File: config.mk
export PLATFORM = sky130hd
export DESIGN_NAME = ccd_card_controller
export DESIGN_NICKNAME = d
export VERILOG_FILES = /design/src/hw/ccd_pkg.sv /design/src/hw/ccd_slot_decoder.sv /design/src/hw/ccd_input_filter.sv /design/src/hw/ccd_card_controller.sv
export SDC_FILE = /design/constraint.sdc
export NUM_CORES = 1
export LEC_CHECK = 0
export CORE_MARGIN = 2
export CORE_UTILIZATION = 54
export DETAILED_ROUTE_END_ITERATION = 10
export DONT_BUFFER_PORTS = 1
export GPL_TIMING_DRIVEN = 1
export PLACE_DENSITY_LB_ADDON = 0.3
export SLEW_MARGIN = 20
export SYNTH_ARGS = -nofsm -noshare
export SYNTH_HDL_FRONTEND = slang
export SYNTH_SLANG_ARGS = --single-unit
File: constraint.sdc
create_clock -name mclk_i -period 5.1 [get_ports mclk_i]
set_input_delay 1.02 -clock mclk_i [delete_from_list [all_inputs] [get_ports mclk_i]]
set_output_delay 1.02 -clock mclk_i [all_outputs]
set_load 0.02 [all_outputs]
File: src/hw/ccd_pkg.sv
// ccd_pkg: constants and carrier types of the command card slot decoder.
// assumes a single 25 MHz clock and a classic Wishbone register bus.
package ccd_pkg;

  // clock rate and input filter time
  localparam int unsigned CLK_HZ      = 25_000_000;
  localparam int unsigned DEB_TIME_US = 1000;         // 1 ms
  // least time, rounded up to whole cycles
  localparam int unsigned DEB_CYCLES  =
    (CLK_HZ / 1000 * DEB_TIME_US + 999) / 1000;

  // number of binary inputs and command outputs
  localparam int N_IN  = 4;
  localparam int N_SIG = 8;

  // register byte offsets
  localparam logic [7:0] REG_CTRL  = 8'h00;  // test mode control
  localparam logic [7:0] REG_CMD   = 8'h04;  // command relay data
  localparam logic [7:0] REG_INPUT = 8'h08;  // card input register
  localparam logic [7:0] REG_STAT  = 8'h0C;  // sticky change flags
  localparam logic [7:0] REG_MASK  = 8'h10;  // interrupt mask
  localparam logic [7:0] REG_SIG   = 8'h14;  // signaling relay data

  // field positions
  localparam int CTRL_TEST_BIT   = 0;
  localparam int INPUT_STRAP_BIT = 4;
  localparam int INPUT_GEN_BIT   = 5;

  // reset values
  localparam logic [3:0] CMD_RST  = 4'h0;
  localparam logic [3:0] MASK_RST = 4'h0;
  localparam logic [7:0] SIG_RST  = 8'h00;

  // slot lines of the internal card bus, all active low
  typedef struct packed {
    logic slot_strobe_n;
    logic slot_code_line_one_n;
    logic slot_code_line_two_n;
  } ccd_slot_t;

  // every pin that must be synchronised
  typedef struct packed {
    logic            relay_coil_supply;
    logic            strap;
    logic            host_generation_switch;
    logic [1:0]      address_dip_switch;
    logic [N_IN-1:0] test_input_switches;
    logic [N_IN-1:0] bin;
    ccd_slot_t       slot;
  } ccd_pins_t;

  // bus answer state
  typedef enum logic {
    BUS_IDLE = 1'b0,
    BUS_ACK  = 1'b1
  } ccd_bus_st_t;

endpackage : ccd_pkg

File: src/hw/ccd_slot_decoder.sv
// ccd_slot_decoder: compares the host slot code with the local switches.
// assumes synchronised inputs; purely combinational.
`timescale 1ns/1ps
module ccd_slot_decoder (
  input  wire ccd_pkg::ccd_slot_t slot_i,       // host slot lines
  input  wire logic [1:0]         addr_sw_i,    // 1 = switch on
  output logic                    selected_o,   // card addressed
  output logic                    bcast_rst_o   // reset all cards
);

  logic [1:0] local_slot;   // 0..3 = slot one..four
  logic [1:0] host_slot;    // slot requested by host

  // decode both codes and compare
  always_comb begin
    unique case (addr_sw_i)
      2'b00:   local_slot = 2'h0;
      2'b01:   local_slot = 2'h1;  // first on
      2'b10:   local_slot = 2'h2;  // second on
      default: local_slot = 2'h3;  // both on
    endcase
    unique case ({slot_i.slot_code_line_one_n, slot_i.slot_code_line_two_n})
      2'b01:   host_slot = 2'h0;
      2'b10:   host_slot = 2'h1;
      2'b11:   host_slot = 2'h2;
      default: host_slot = 2'h3;
    endcase
    selected_o  = !slot_i.slot_strobe_n && (host_slot == local_slot);
    bcast_rst_o = slot_i.slot_strobe_n && !slot_i.slot_code_line_one_n
                  && !slot_i.slot_code_line_two_n;
  end

endmodule : ccd_slot_decoder

File: src/hw/ccd_input_filter.sv
// ccd_input_filter: one binary input, accepted after a stable period.
// assumes a synchronised input on the same clock.
`timescale 1ns/1ps
module ccd_input_filter #(
  parameter int unsigned DEB   = ccd_pkg::DEB_CYCLES,
  parameter int          CNT_W = 16
) (
  input  wire logic mclk_i,
  input  wire logic rst_i,
  input  wire logic clr_i,     // broadcast reset
  input  wire logic raw_i,     // synchronised level
  output logic      stable_o   // filtered level
);

  // all state of the filter
  typedef struct packed {
    logic [CNT_W-1:0] cnt;
    logic             stable;
  } ccd_filt_t;

  ccd_filt_t st, next_st;

  // refuse counts the counter cannot hold
  if (DEB < 1 || DEB > (2**CNT_W - 1)) begin : g_chk
    $error("ccd_input_filter: DEB out of range");
  end

  // count while the input differs, take it after DEB cycles
  always_comb begin
    next_st = st;
    if (clr_i) begin
      next_st = '0;
    end else if (raw_i == st.stable) begin
      next_st.cnt = '0;
    end else if (st.cnt == CNT_W'(DEB - 1)) begin
      next_st.cnt    = '0;
      next_st.stable = raw_i;
    end else begin
      next_st.cnt = st.cnt + CNT_W'(1);
    end
  end

  // state register
  always_ff @(posedge mclk_i or posedge rst_i) begin
    if (rst_i) begin
      st <= '0;
    end else begin
      st <= next_st;
    end
  end

  assign stable_o = st.stable;

endmodule : ccd_input_filter

File: src/hw/ccd_card_controller.sv
// ccd_card_controller: command card with slot decoder, inputs and relays.
// assumes a classic Wishbone host and asynchronous pins on the card.
// assumes too that the host leaves one idle cycle after every ack.
//
// Contract
// - select only when host slot matches
// - strobe high, codes low resets all
// - strobe low, codes pick slot one..four
// - two switches give local slot address
// - identity from switches, not from position
// - third switch picks legacy or current host
// - input change raises host interrupt
// - relays follow host written command data
// - test mode: inputs off until switch rises
// - red per active output, green per input
// - signaling card: relay per associated command
// - input must stay one millisecond first
// - input register shows board variant strap
//
// Design decisions made here: register access over Wishbone and the register addresses.
`timescale 1ns/1ps
module ccd_card_controller #(
  parameter int unsigned DEB_CYCLES = ccd_pkg::DEB_CYCLES,
  parameter int          DEB_W      = 16
) (
  input  wire logic               mclk_i,
  input  wire logic               rst_i,
  // classic Wishbone slave
  input  wire logic               wb_cyc_i,
  input  wire logic               wb_stb_i,
  input  wire logic               wb_we_i,
  input  wire logic [7:0]         wb_adr_i,
  input  wire logic [3:0]         wb_sel_i,
  input  wire logic [31:0]        wb_dat_i,
  output logic      [31:0]        wb_dat_o,
  output logic                    wb_ack_o,
  output logic                    data_oe_n_o,
  // card pins
  input  wire ccd_pkg::ccd_slot_t slot_i,
  input  wire logic [2:0]         address_dip_switch_i,
  input  wire logic [3:0]         test_input_switches_i,
  input  wire logic [3:0]         bin_i,
  input  wire logic               variant_strap_i,
  input  wire logic               relay_coil_supply_i,
  // outputs
  output logic                    irq_o,
  output logic      [7:0]         relay_o,
  output logic      [3:0]         red_led_o,
  output logic      [3:0]         green_led_o,
  output logic                    test_led_o,
  output logic                    legacy_host_o,
  output logic                    card_selected_o
);

  localparam int N = ccd_pkg::N_IN;
  // edges after reset before the second sync stage holds pin values
  localparam logic [1:0] SYNC_FILL = 2'h2;

  // refuse an input count that the relay and led mapping cannot serve
  if (N != 4 || ccd_pkg::N_SIG != 2 * N) begin : g_chk_n
    $error("ccd_card_controller: four inputs and eight relays expected");
  end

  // refuse a filter time the counter cannot hold
  if (DEB_CYCLES < 1 || DEB_CYCLES > (2**DEB_W - 1)) begin : g_chk
    $error("ccd_card_controller: DEB_CYCLES out of range");
  end

  // all state of the controller
  // one struct, so reset and the next value cover every flop
  typedef struct packed {
    ccd_pkg::ccd_pins_t   s1;        // first sync stage
    ccd_pkg::ccd_pins_t   s2;        // second sync stage
    logic                 strap;     // caught variant strap
    logic                 strap_ok;  // strap has been caught
    logic [1:0]           fill;      // edges since reset, stops at two
    logic                 test_mode; // test mode active
    logic [N-1:0]         tin;       // test input states
    logic [N-1:0]         seen_off;  // switch seen off in test
    logic [N-1:0]         prev_in;   // last reported inputs
    logic [N-1:0]         cmd;       // command relay data
    logic [7:0]           sig;       // associated card data
    logic [N-1:0]         stat;      // sticky change flags
    logic [N-1:0]         mask;      // interrupt mask
    ccd_pkg::ccd_bus_st_t bus;       // bus answer state
    logic                 drive;     // data lines driven
    logic [31:0]          rdata;     // read data
    logic                 irq;       // interrupt level
    logic [7:0]           relay;     // relay drive
    logic [N-1:0]         green;     // green indicators
  } ccd_state_t;

  ccd_state_t st, next_st;

  ccd_pkg::ccd_pins_t pins;       // raw pins gathered
  logic [N-1:0]       filt;       // filtered binary inputs
  logic               selected;   // slot matched
  logic               bcast;      // broadcast reset seen
  logic [N-1:0]       rep_in;     // inputs as reported
  logic               req;        // bus request to this card
  logic               wr_ok;      // write on byte lane 0
  logic [31:0]        rd_mux;     // addressed register value

  // gather pins into one bundle for the synchroniser
  // nothing but the second stage of each pin is read by logic
  always_comb begin
    pins.relay_coil_supply      = relay_coil_supply_i;
    pins.strap                  = variant_strap_i;
    pins.host_generation_switch = address_dip_switch_i[2];
    pins.address_dip_switch     = address_dip_switch_i[1:0];
    pins.test_input_switches    = test_input_switches_i;
    pins.bin                    = bin_i;
    pins.slot                   = slot_i;
  end

  // slot decoder on the synchronised lines
  // select follows the lines two edges late, never a half-settled code
  ccd_slot_decoder u_dec (
    .slot_i      (st.s2.slot),
    .addr_sw_i   (st.s2.address_dip_switch),
    .selected_o  (selected),
    .bcast_rst_o (bcast)
  );

  // one filter per binary input
  // each filter also clears while the broadcast reset code stands
  for (genvar i = 0; i < N; i++) begin : g_filt
    ccd_input_filter #(
      .DEB   (DEB_CYCLES),
      .CNT_W (DEB_W)
    ) u_filt (
      .mclk_i   (mclk_i),
      .rst_i    (rst_i),
      .clr_i    (bcast),
      .raw_i    (st.s2.bin[i]),
      .stable_o (filt[i])
    );
  end

  // inputs as the host sees them
  // test mode swaps in the switch states so real inputs cannot trip
  always_comb begin
    rep_in = st.test_mode ? st.tin : filt;
  end

  // bus request decode and read multiplexer
  // the multiplexer is sampled into a flip-flop on the taken edge
  always_comb begin
    req   = wb_cyc_i && wb_stb_i && selected;
    wr_ok = wb_we_i && wb_sel_i[0];
    rd_mux = 32'h0000_0000;
    unique case (wb_adr_i)
      ccd_pkg::REG_CTRL: begin
        rd_mux[ccd_pkg::CTRL_TEST_BIT] = st.test_mode;
      end
      ccd_pkg::REG_CMD: begin
        rd_mux[N-1:0] = st.cmd;
      end
      ccd_pkg::REG_INPUT: begin
        rd_mux[N-1:0] = rep_in;
        rd_mux[ccd_pkg::INPUT_STRAP_BIT] = st.strap;
        rd_mux[ccd_pkg::INPUT_GEN_BIT]   = st.s2.host_generation_switch;
      end
      ccd_pkg::REG_STAT: begin
        rd_mux[N-1:0] = st.stat;
      end
      ccd_pkg::REG_MASK: begin
        rd_mux[N-1:0] = st.mask;
      end
      ccd_pkg::REG_SIG: begin
        rd_mux[7:0] = st.sig;
      end
      // unmapped addresses read zero
      default: begin
        rd_mux = 32'h0000_0000;
      end
    endcase
  end

  // next state of the whole controller
  // later sections override earlier ones; the broadcast reset is last
  always_comb begin
    next_st = st;
    // two-stage synchroniser for every pin
    next_st.s1 = pins;
    next_st.s2 = st.s1;

    // count edges until both sync stages hold real pin values
    if (st.fill != SYNC_FILL) begin
      next_st.fill = st.fill + 2'h1;
    end

    // catch the strap once the sync stages are filled; earlier the
    // second stage still shows its reset value instead of the pin
    if (!st.strap_ok && st.fill == SYNC_FILL) begin
      next_st.strap    = st.s2.strap;
      next_st.strap_ok = 1'b1;
    end

    // bus answer: ack one cycle, then drop
    // a request still standing in the ack cycle is not taken twice
    next_st.drive = 1'b0;
    unique case (st.bus)
      ccd_pkg::BUS_IDLE: begin
        if (req) begin
          next_st.bus   = ccd_pkg::BUS_ACK;
          next_st.rdata = rd_mux;
          next_st.drive = !wb_we_i;
        end
      end
      ccd_pkg::BUS_ACK: begin
        next_st.bus = ccd_pkg::BUS_IDLE;
      end
    endcase

    // register writes take effect with the ack
    // a write with byte lane 0 off is acked but changes nothing
    // host writes command data
    if (st.bus == ccd_pkg::BUS_IDLE && req && wr_ok) begin
      unique case (wb_adr_i)
        ccd_pkg::REG_CTRL: begin
          next_st.test_mode = wb_dat_i[ccd_pkg::CTRL_TEST_BIT];
        end
        ccd_pkg::REG_CMD: begin
          next_st.cmd = wb_dat_i[N-1:0];
        end
        ccd_pkg::REG_MASK: begin
          next_st.mask = wb_dat_i[N-1:0];
        end
        ccd_pkg::REG_SIG: begin
          next_st.sig = wb_dat_i[7:0];
        end
        // other offsets are read only or unmapped
        default: begin
          next_st.mask = st.mask;
        end
      endcase
    end

    // test input handling
    // a switch left on at entry stays off until it is cycled
    if (!st.test_mode) begin
      next_st.tin      = '0;
      next_st.seen_off = '0;
    end else begin
      for (int i = 0; i < N; i++) begin
        if (!st.s2.test_input_switches[i]) begin
          next_st.seen_off[i] = 1'b1;
          next_st.tin[i]      = 1'b0;
        end else if (st.seen_off[i]) begin
          next_st.tin[i] = 1'b1;
        end
      end
    end

    // change detection; a new event wins over the read clear
    // both directions of a change count as events
    next_st.prev_in = rep_in;
    if (st.bus == ccd_pkg::BUS_IDLE && req && !wb_we_i
        && wb_adr_i == ccd_pkg::REG_STAT) begin
      next_st.stat = '0;
    end
    next_st.stat = next_st.stat | (rep_in ^ st.prev_in);
    next_st.irq  = |(next_st.stat & st.mask);

    // relay drive
    // relays lag the register by one edge, the supply pin by three
    // no coil supply, no relay
    if (!st.s2.relay_coil_supply) begin
      next_st.relay = 8'h00;
    end else if (st.strap) begin
      next_st.relay = st.sig;
    end else begin
      next_st.relay = {4'h0, st.cmd};
    end
    next_st.green = rep_in;

    // broadcast reset of card state
    // applies for as long as the code stands, over all else above
    // the filters clear through their own input
    if (bcast) begin
      next_st.test_mode = 1'b0;
      next_st.cmd       = ccd_pkg::CMD_RST;
      next_st.sig       = ccd_pkg::SIG_RST;
      next_st.mask      = ccd_pkg::MASK_RST;
      next_st.stat      = '0;
      next_st.irq       = 1'b0;
      next_st.relay     = 8'h00;
      next_st.prev_in   = '0;
    end
  end

  // state register, constants only under reset
  // the sync stages restart empty, hence the fill counter
  always_ff @(posedge mclk_i or posedge rst_i) begin
    if (rst_i) begin
      st      <= '0;
      st.cmd  <= ccd_pkg::CMD_RST;
      st.mask <= ccd_pkg::MASK_RST;
      st.sig  <= ccd_pkg::SIG_RST;
      st.bus  <= ccd_pkg::BUS_IDLE;
    end else begin
      st <= next_st;
    end
  end

  // outputs
  // every output but card_selected_o is a flop or a small mux of flops; card_selected_o is decoded from flops
  always_comb begin
    wb_ack_o        = (st.bus == ccd_pkg::BUS_ACK);
    wb_dat_o        = st.rdata;
    data_oe_n_o     = !st.drive;
    irq_o           = st.irq;
    relay_o         = st.relay;
    // red per active output
    // a signaling card shows its output relays in the upper half
    if (st.strap) begin
      red_led_o     = st.relay[7:4];
    end else begin
      red_led_o     = st.relay[3:0];
    end
    green_led_o     = st.green;
    test_led_o      = st.test_mode;
    // closed switch means legacy host
    // reported only; the logic behaves the same for both hosts
    legacy_host_o   = st.s2.host_generation_switch;
    card_selected_o = selected;
  end

endmodule : ccd_card_controller

==> results.md, run 1 <==
- Worst-Margin Slew: 0.8074 ns
- Setup-failing EPs final: 0
- Largest net degree at the start of global routing: 111
- Number of iterations in the first detailed-routing pass: 4
- Avg Cell Area, Syn: 10.40 sq um
- Commonest cells in the netlist: dfrtp_1, nor2_1, buf_4
- CTS buffer count: 17
- First-pass GRT wire length: 23490 um
- CP endpoint kind: primary output
- Worst-path fanout max: 3
- Ports: 119
- Worst min path class: flip-flop to flip-flop
- Cts hold-fix bufs: 0
- Final GP Congestion: 0.8794
- RSZ-0062 raised after global routing: false
- Synth top area share: 0.5427
- Leakage: 3.535 nW
- CTS tree: done
- Number of H-tree levels: 4
- Peak Freq: 377.2 MHz
- # DRC: 0
- Top-count cell post-synth: dfrtp_1
- Area leader, netlist: dfrtp_1
- Overflow after GRT: 0
- Final HPWL DP: 9135 um
- Worst path required time: 4.08 ns
- Worst setup path startpoint: st[84]
- Starting Density: 0.5549
- Clock root cell: clkbuf_16
- Rows: 42
- Via-per-instance ratio: 5.675
- Sequential cell area fraction in the yosys report: 0.5427
- Final Non-Filler Cells: 868
- Vias in the first global route: 4938
- Final nets: 752
- Ys flop type: dfrtp_1
- Fin crit period: 2.651 ns
- Diode count: 0
- Worst-path clk slew: 0.06 ns
- Die width: 120.9 um
- GRT Overall Usage: 0.2018
- Routed WL per cell: 15.75 um
- TritonCTS Sinks: 160
- Final period util: 0.5199
- Final Max Slew Viols: 0
- Post-CTS sizing: 0
- Initial antenna violation count: 0
- 1st-iter DRT viols: 381
- Status: finished clean
- Synth area leaders: dfrtp_1, buf_4, xor2_1, nor2_1, nand3_1
- Async S/R FF share, synth: 1.000
- Slew Limit Headroom: 0.4618
- Die span in y: 120.9 um
- Layout cells sized above 1: 0.07370
- Area grow syn2layout: 6.530%
- Worst Min Path Start: next_st[90]
- Routed wire length: 13670 um
- Full die area: 0.01461 sq mm
- Port buffer count: 0
- Worst vdd ir: 0.0002385 V
- R2r startpoint: st[84]
- Via count: 4926
- Clock tree buffer depth: 2
- Final Hold Vio Count: 0
- PwrDens: 339.1 mW/mm^2
- DRT antenna net count: 0
- WP data arrival: 1.63 ns
- Synthesized cell area: 0.007377 sq mm
- Yosys cell types: 52
- Total negative slack: 0 ns
- Setup bufs post-CTS: 0
- Crit Path Class: flip-flop to primary output
- Element type at the critical path start: flip-flop
- Dpl cells: 836
- Synthesis Warnings: 0
- Max Cap Viol: 0
- FF+latch count, synth: 160
- EDFF count, synth: 0
- Worst clock skew: 0.006400 ns
- Core Area: 0.01330 sq mm
- Mapped Cells: 709
- Worst skew pair latency: 0.42 ns
[power by group]
group          switching [mW]  internal, mW  total, mW
logic                  0.0764        0.0267      0.103
clock network           0.488         0.743       1.23
registers              0.0313          1.30       1.33
total                   0.596          2.07       2.66
[per-layer routing]
layer | GRT usage | vias up | part of all wire
li1 | - | 2345 | -
met1 | 0.2627 | 2452 | 0.44
met2 | 0.3272 | 117 | 0.50
met3 | 0.04746 | 12 | 0.047
met4 | 0.08067 | 0 | 0.014
met5 | 0 | - | 0
[registers in the layout, summed over array words and instances (netlist names)]
| signal | count |
|---|---|
| g_filt.u_filt.st | 64 |
| st | 52 |
| next_st | 16 |
| relay_o | 8 |
| wb_dat_o | 8 |
| g_filt.u_filt.stable_o | 4 |
| green_led_o | 4 |
| irq_o | 1 |
| legacy_host_o | 1 |
| test_led_o | 1 |
| wb_ack_o | 1 |
[final cells by class]
| cell class | instances | area [sq um] |
|---|---|---|
| fill | 1081 | 5436 |
| multi-input combinational | 467 | 2889 |
| timing repair buffer | 4 | 55.05 |
| clock buffer | 22 | 464.2 |
| sequential | 160 | 4004 |
| inverter | 30 | 116.4 |
| clock inverter | 9 | 110.1 |
| tap | 176 | 220.2 |
[logic make-up after synthesis]
family | synth area share
AND/OR/NAND/NOR | 0.1828
buffers and inverters | 0.07802
multiplexers | 0.03138
AO/OA/AOI/OAI | 0.09329
other | 0.0005083
flip-flops | 0.5427
adder cells (fa/ha/maj) | 0.01187
XOR/XNOR | 0.05936
[final timing paths]
path,to,slack (ns),cells past startpoint
max in group asynchronous,st[83],3.65,2
hold reg to reg,st[90],0.35,0
hold / removal,st[90],0.35,0
setup reg to reg,wb_dat_o[2],2.67,8
setup / recovery,card_selected_o,2.45,4
min in group asynchronous,next_st[90],0.52,1
[critical path, cell delays in order (launching register included)]
cell	delay (ns)
dfrtp_1	0.37
inv_1	0.08
ha_1	0.30
xor2_1	0.18
o211a_1	0.28
[layout by cell type (no fill, tap or decap), types with 7 or more instances in the layout]
cell       count
dfrtp_1      160
and3_1        15
nand4_1       19
nor3_1        11
xor2_1        32
or4_1          7
mux2_2         9
mux2i_1       13
ha_1           7
nor4_1        11
o21ai_0       30
xnor2_1       18
nor2_1        67
nand2_1       30
inv_1         29
clkbuf_16     17
or3_1         14
nand3_1       42
conb_1        24
a21oi_1       38
[stage by stage]
| stage | setup WS, ns | hold WS, ns | util | total power [mW] | area, sq um |
|---|---|---|---|---|---|
| 2_1_floorplan | 2.051 | 0.3312 | - | 1.464 | 7467 |
| 3_3_place_gp | 2.407 | 0.3321 | 0.5464 | 1.453 | 7264 |
| 3_5_place_dp | 2.312 | 0.3347 | 0.5464 | 1.457 | 7264 |
| 4_1_cts | 2.435 | 0.3492 | 0.5896 | 2.690 | 7839 |
| 5_1_grt | 2.365 | 0.3506 | 0.5911 | 2.762 | 7859 |
| 6_report | 2.449 | 0.3470 | 0.5911 | 2.665 | 7859 |
(Power assumes the default switching activity.)
==> run 2: changes to the inputs <==
==> constraint.sdc (replaced) <==
create_clock -name mclk_i -period 2.5 [get_ports mclk_i]
set_input_delay 0.5 -clock mclk_i [delete_from_list [all_inputs] [get_ports mclk_i]]
set_output_delay 0.5 -clock mclk_i [all_outputs]
set_load 0.02 [all_outputs]
==> run 2 against run 1 <==
Net effect:
- final cell count grew 1.0%
- worst hold slack worse by 0.26 ns
- clock power grew 98%
- largest power group unchanged
==> results.md, run 2 (synthesis gave the netlist of run 1 again) <==
- Final HPWL DP: 9398 um (+2.9%)
- Routed WL per cell: 15.75 um (about the same)
- Most frequent cells in the layout: dfrtp_1, nor2_1, nand3_1, a21oi_1, xor2_1
- Rows: 42 (unchanged)
- Number of iterations in the first detailed-routing pass: 5 (+1)
- Filler cells: 1063 (-1.7%)
- Max Cap Viol: 0 (unchanged)
- Final nets: 760 (+1.1%)
- Via count: 4934 (+0.16%)
- CP endpoint kind: primary output
- Most common cell after layout, fill and taps aside: dfrtp_1
- Switching share of power: 0.2271 (+0.003396)
- Setup-failing EPs final: 0 (unchanged)
- CTS tree: done
- Largest register by flop count: g_filt.u_filt.st
- Clock root cell: clkbuf_16
- Layout cells sized above 1: 0.08274 (+0.009040)
- Full die area: 0.01461 sq mm (unchanged)
- Cell internal pwr: 4.155 mW (+100%)
- Routed wire length: 13810 um (+1.1%)
- Ports: 119 (unchanged)
- Fin area: 0.007910 sq mm (+0.65%)
- Post-CTS sizing: 0 (unchanged)
- Dpl cell area: 0.007337 sq mm (+1.0%)
- Overflow after GRT: 0 (unchanged)
- Final GP Congestion: 0.8564 (-2.6%)
- Worst path required time: 2.00 ns (-2.08 ns)
- Crit Path Class: flip-flop to primary output
- Worst skew pair latency: 0.43 ns (about the same)
- Initial antenna violation count: 0 (unchanged)
- Worst clock skew: 0.009544 ns (+0.003144 ns)
- Final period util: 0.8728
- Slew Limit Headroom: 0.5808 (+0.1190)
- Die span in y: 120.9 um (unchanged)
- Largest net degree at the start of global routing: 87 (-22%)
- Clock tree buffer depth: 2 (unchanged)
- Die width: 120.9 um (unchanged)
- Multi-input gate area: 0.002889 sq mm (unchanged)
- DRT antenna net count: 0 (unchanged)
- Max reg flops: 64 (unchanged)
- Worst-Margin Slew: 0.6231 ns (-0.1842 ns)
- Diode count: 0 (unchanged)
- TritonCTS Sinks: 160 (unchanged)
- Tot Pwr: 5.375 mW (+100%)
- WP data arrival: 1.68 ns (+0.05 ns)
- Via-per-instance ratio: 5.626 (-0.87%)
- RSZ-0062 raised after global routing: false
- FF+latch area: 0.004004 sq mm (unchanged)
- Final Hold Vio Count: 0 (unchanged)
- Core Area: 0.01330 sq mm (unchanged)
- Vias in the first global route: 4726 (-4.3%)
- PwrDens: 679.5 mW/mm^2 (+100%)
- Cts hold-fix bufs: 1 (+1)
- Setup bufs post-CTS: 0 (unchanged)
- Number of H-tree levels: 4 (unchanged)
- Area grow syn2layout: 7.225%
- Leakage: 3.563 nW (+0.79%)
- Worst min path class: input port to flip-flop
- Peak Freq: 458.3 MHz
- First-pass GRT wire length: 23340 um (-0.65%)
- Port buffer count: 0 (unchanged)
- GRT Overall Usage: 0.2037 (+0.001879)
- Worst-path fanout max: 3 (unchanged)
- Combinational share of power: 0.040 (about the same)
- Status: finished clean
- Starting Density: 0.5549 (unchanged)
- 1st-iter DRT viols: 454 (+19%)
- Worst-path clk slew: 0.06 ns (about the same)
- CTS buffer count: 17 (unchanged)
- Clock power frac: 0.455 (-0.007)
- Fin crit period: 2.182 ns
- Element type at the critical path start: flip-flop
- # DRC: 0 (unchanged)
- Worst vdd ir: 0.0005578 V (+130%)
- NetSw: 1.221 mW (+100%)
- Final Max Slew Viols: 0 (unchanged)
- Sequential power share: 0.505 (+0.006)
==> run 2: cell types whose count changed in the layout (fill, tap and decap cells not counted), sizes merged <==
cell | before | now
buf | 4 | 11
bufinv | 2 | 1
clkbuf | 22 | 24
clkinv | 4 | 2
clkinvlp | 4 | 6
dlygate4sd3 | 0 | 1
==> run 2: critical path: stages, from the launching register on <==
cell     delay [ns]
dfrtp_1        0.39
inv_1          0.07
ha_1           0.29
xor2_1         0.21
o211a_1        0.29
==> run 2: final timing paths <==
kind,slack [ns],start,cells past startpoint,end
worst min register to register,0.35,next_st[94],0,st[94]
worst max-delay path,0.32,st[85],4,card_selected_o
max in group asynchronous,1.23,rst_i,3,wb_dat_o[3]
worst min-delay path,0.09,address_dip_switch_i[2],0,next_st[97]
min in group asynchronous,0.53,rst_i,2,st[90]
worst max register to register,0.38,st[85],7,wb_dat_o[3]
==> run 2: layout make-up <==
cell class                      count  share of cell area
Sequential cell                   160              0.5062
Multi-Input combinational cell    467              0.3652
Clock buffer                       24             0.06090
Tap cell                          176             0.02784
Timing Repair Buffer               12             0.01487
Inverter                           30             0.01471
Clock inverter                      8             0.01028
==> run 2: stage by stage <==
stage,TNS [ns],cells,hold slack (ns),setup slack [ns],utilization
after floorplan,-4.615,732,0.3312,-0.02884,-
after global placement,0,844,0.3316,0.4586,0.5519
after detailed placement,0,844,0.3355,0.4297,0.5519
after CTS,0,877,0.07248,0.3145,0.5950
after global routing,0,877,0.06709,0.1765,0.5950
final,0,877,0.08991,0.3180,0.5950
==> run 2: metal layers <==
layer / wire length [um] / up-vias / part of all wire / global-route usage
met1: 6301 / 2427 / 0.46 / 0.2695
met4: 195 / 0 / 0.014 / 0.07776
met2: 6604 / 129 / 0.48 / 0.3185
met5: 0 / - / 0 / 0
li1: - / 2360 / - / -
met3: 712 / 18 / 0.052 / 0.05968
==> run 2: power by group through the flow <==
stage               Clock (mW)  Sequential [mW]  Combinational (mW)
floorplan                    0             2.72               0.262
global placement             0             2.76               0.213
detailed placement           0             2.76               0.220
CTS                       2.50             2.72               0.222
global route              2.61             2.72               0.251
finish                    2.44             2.71               0.217
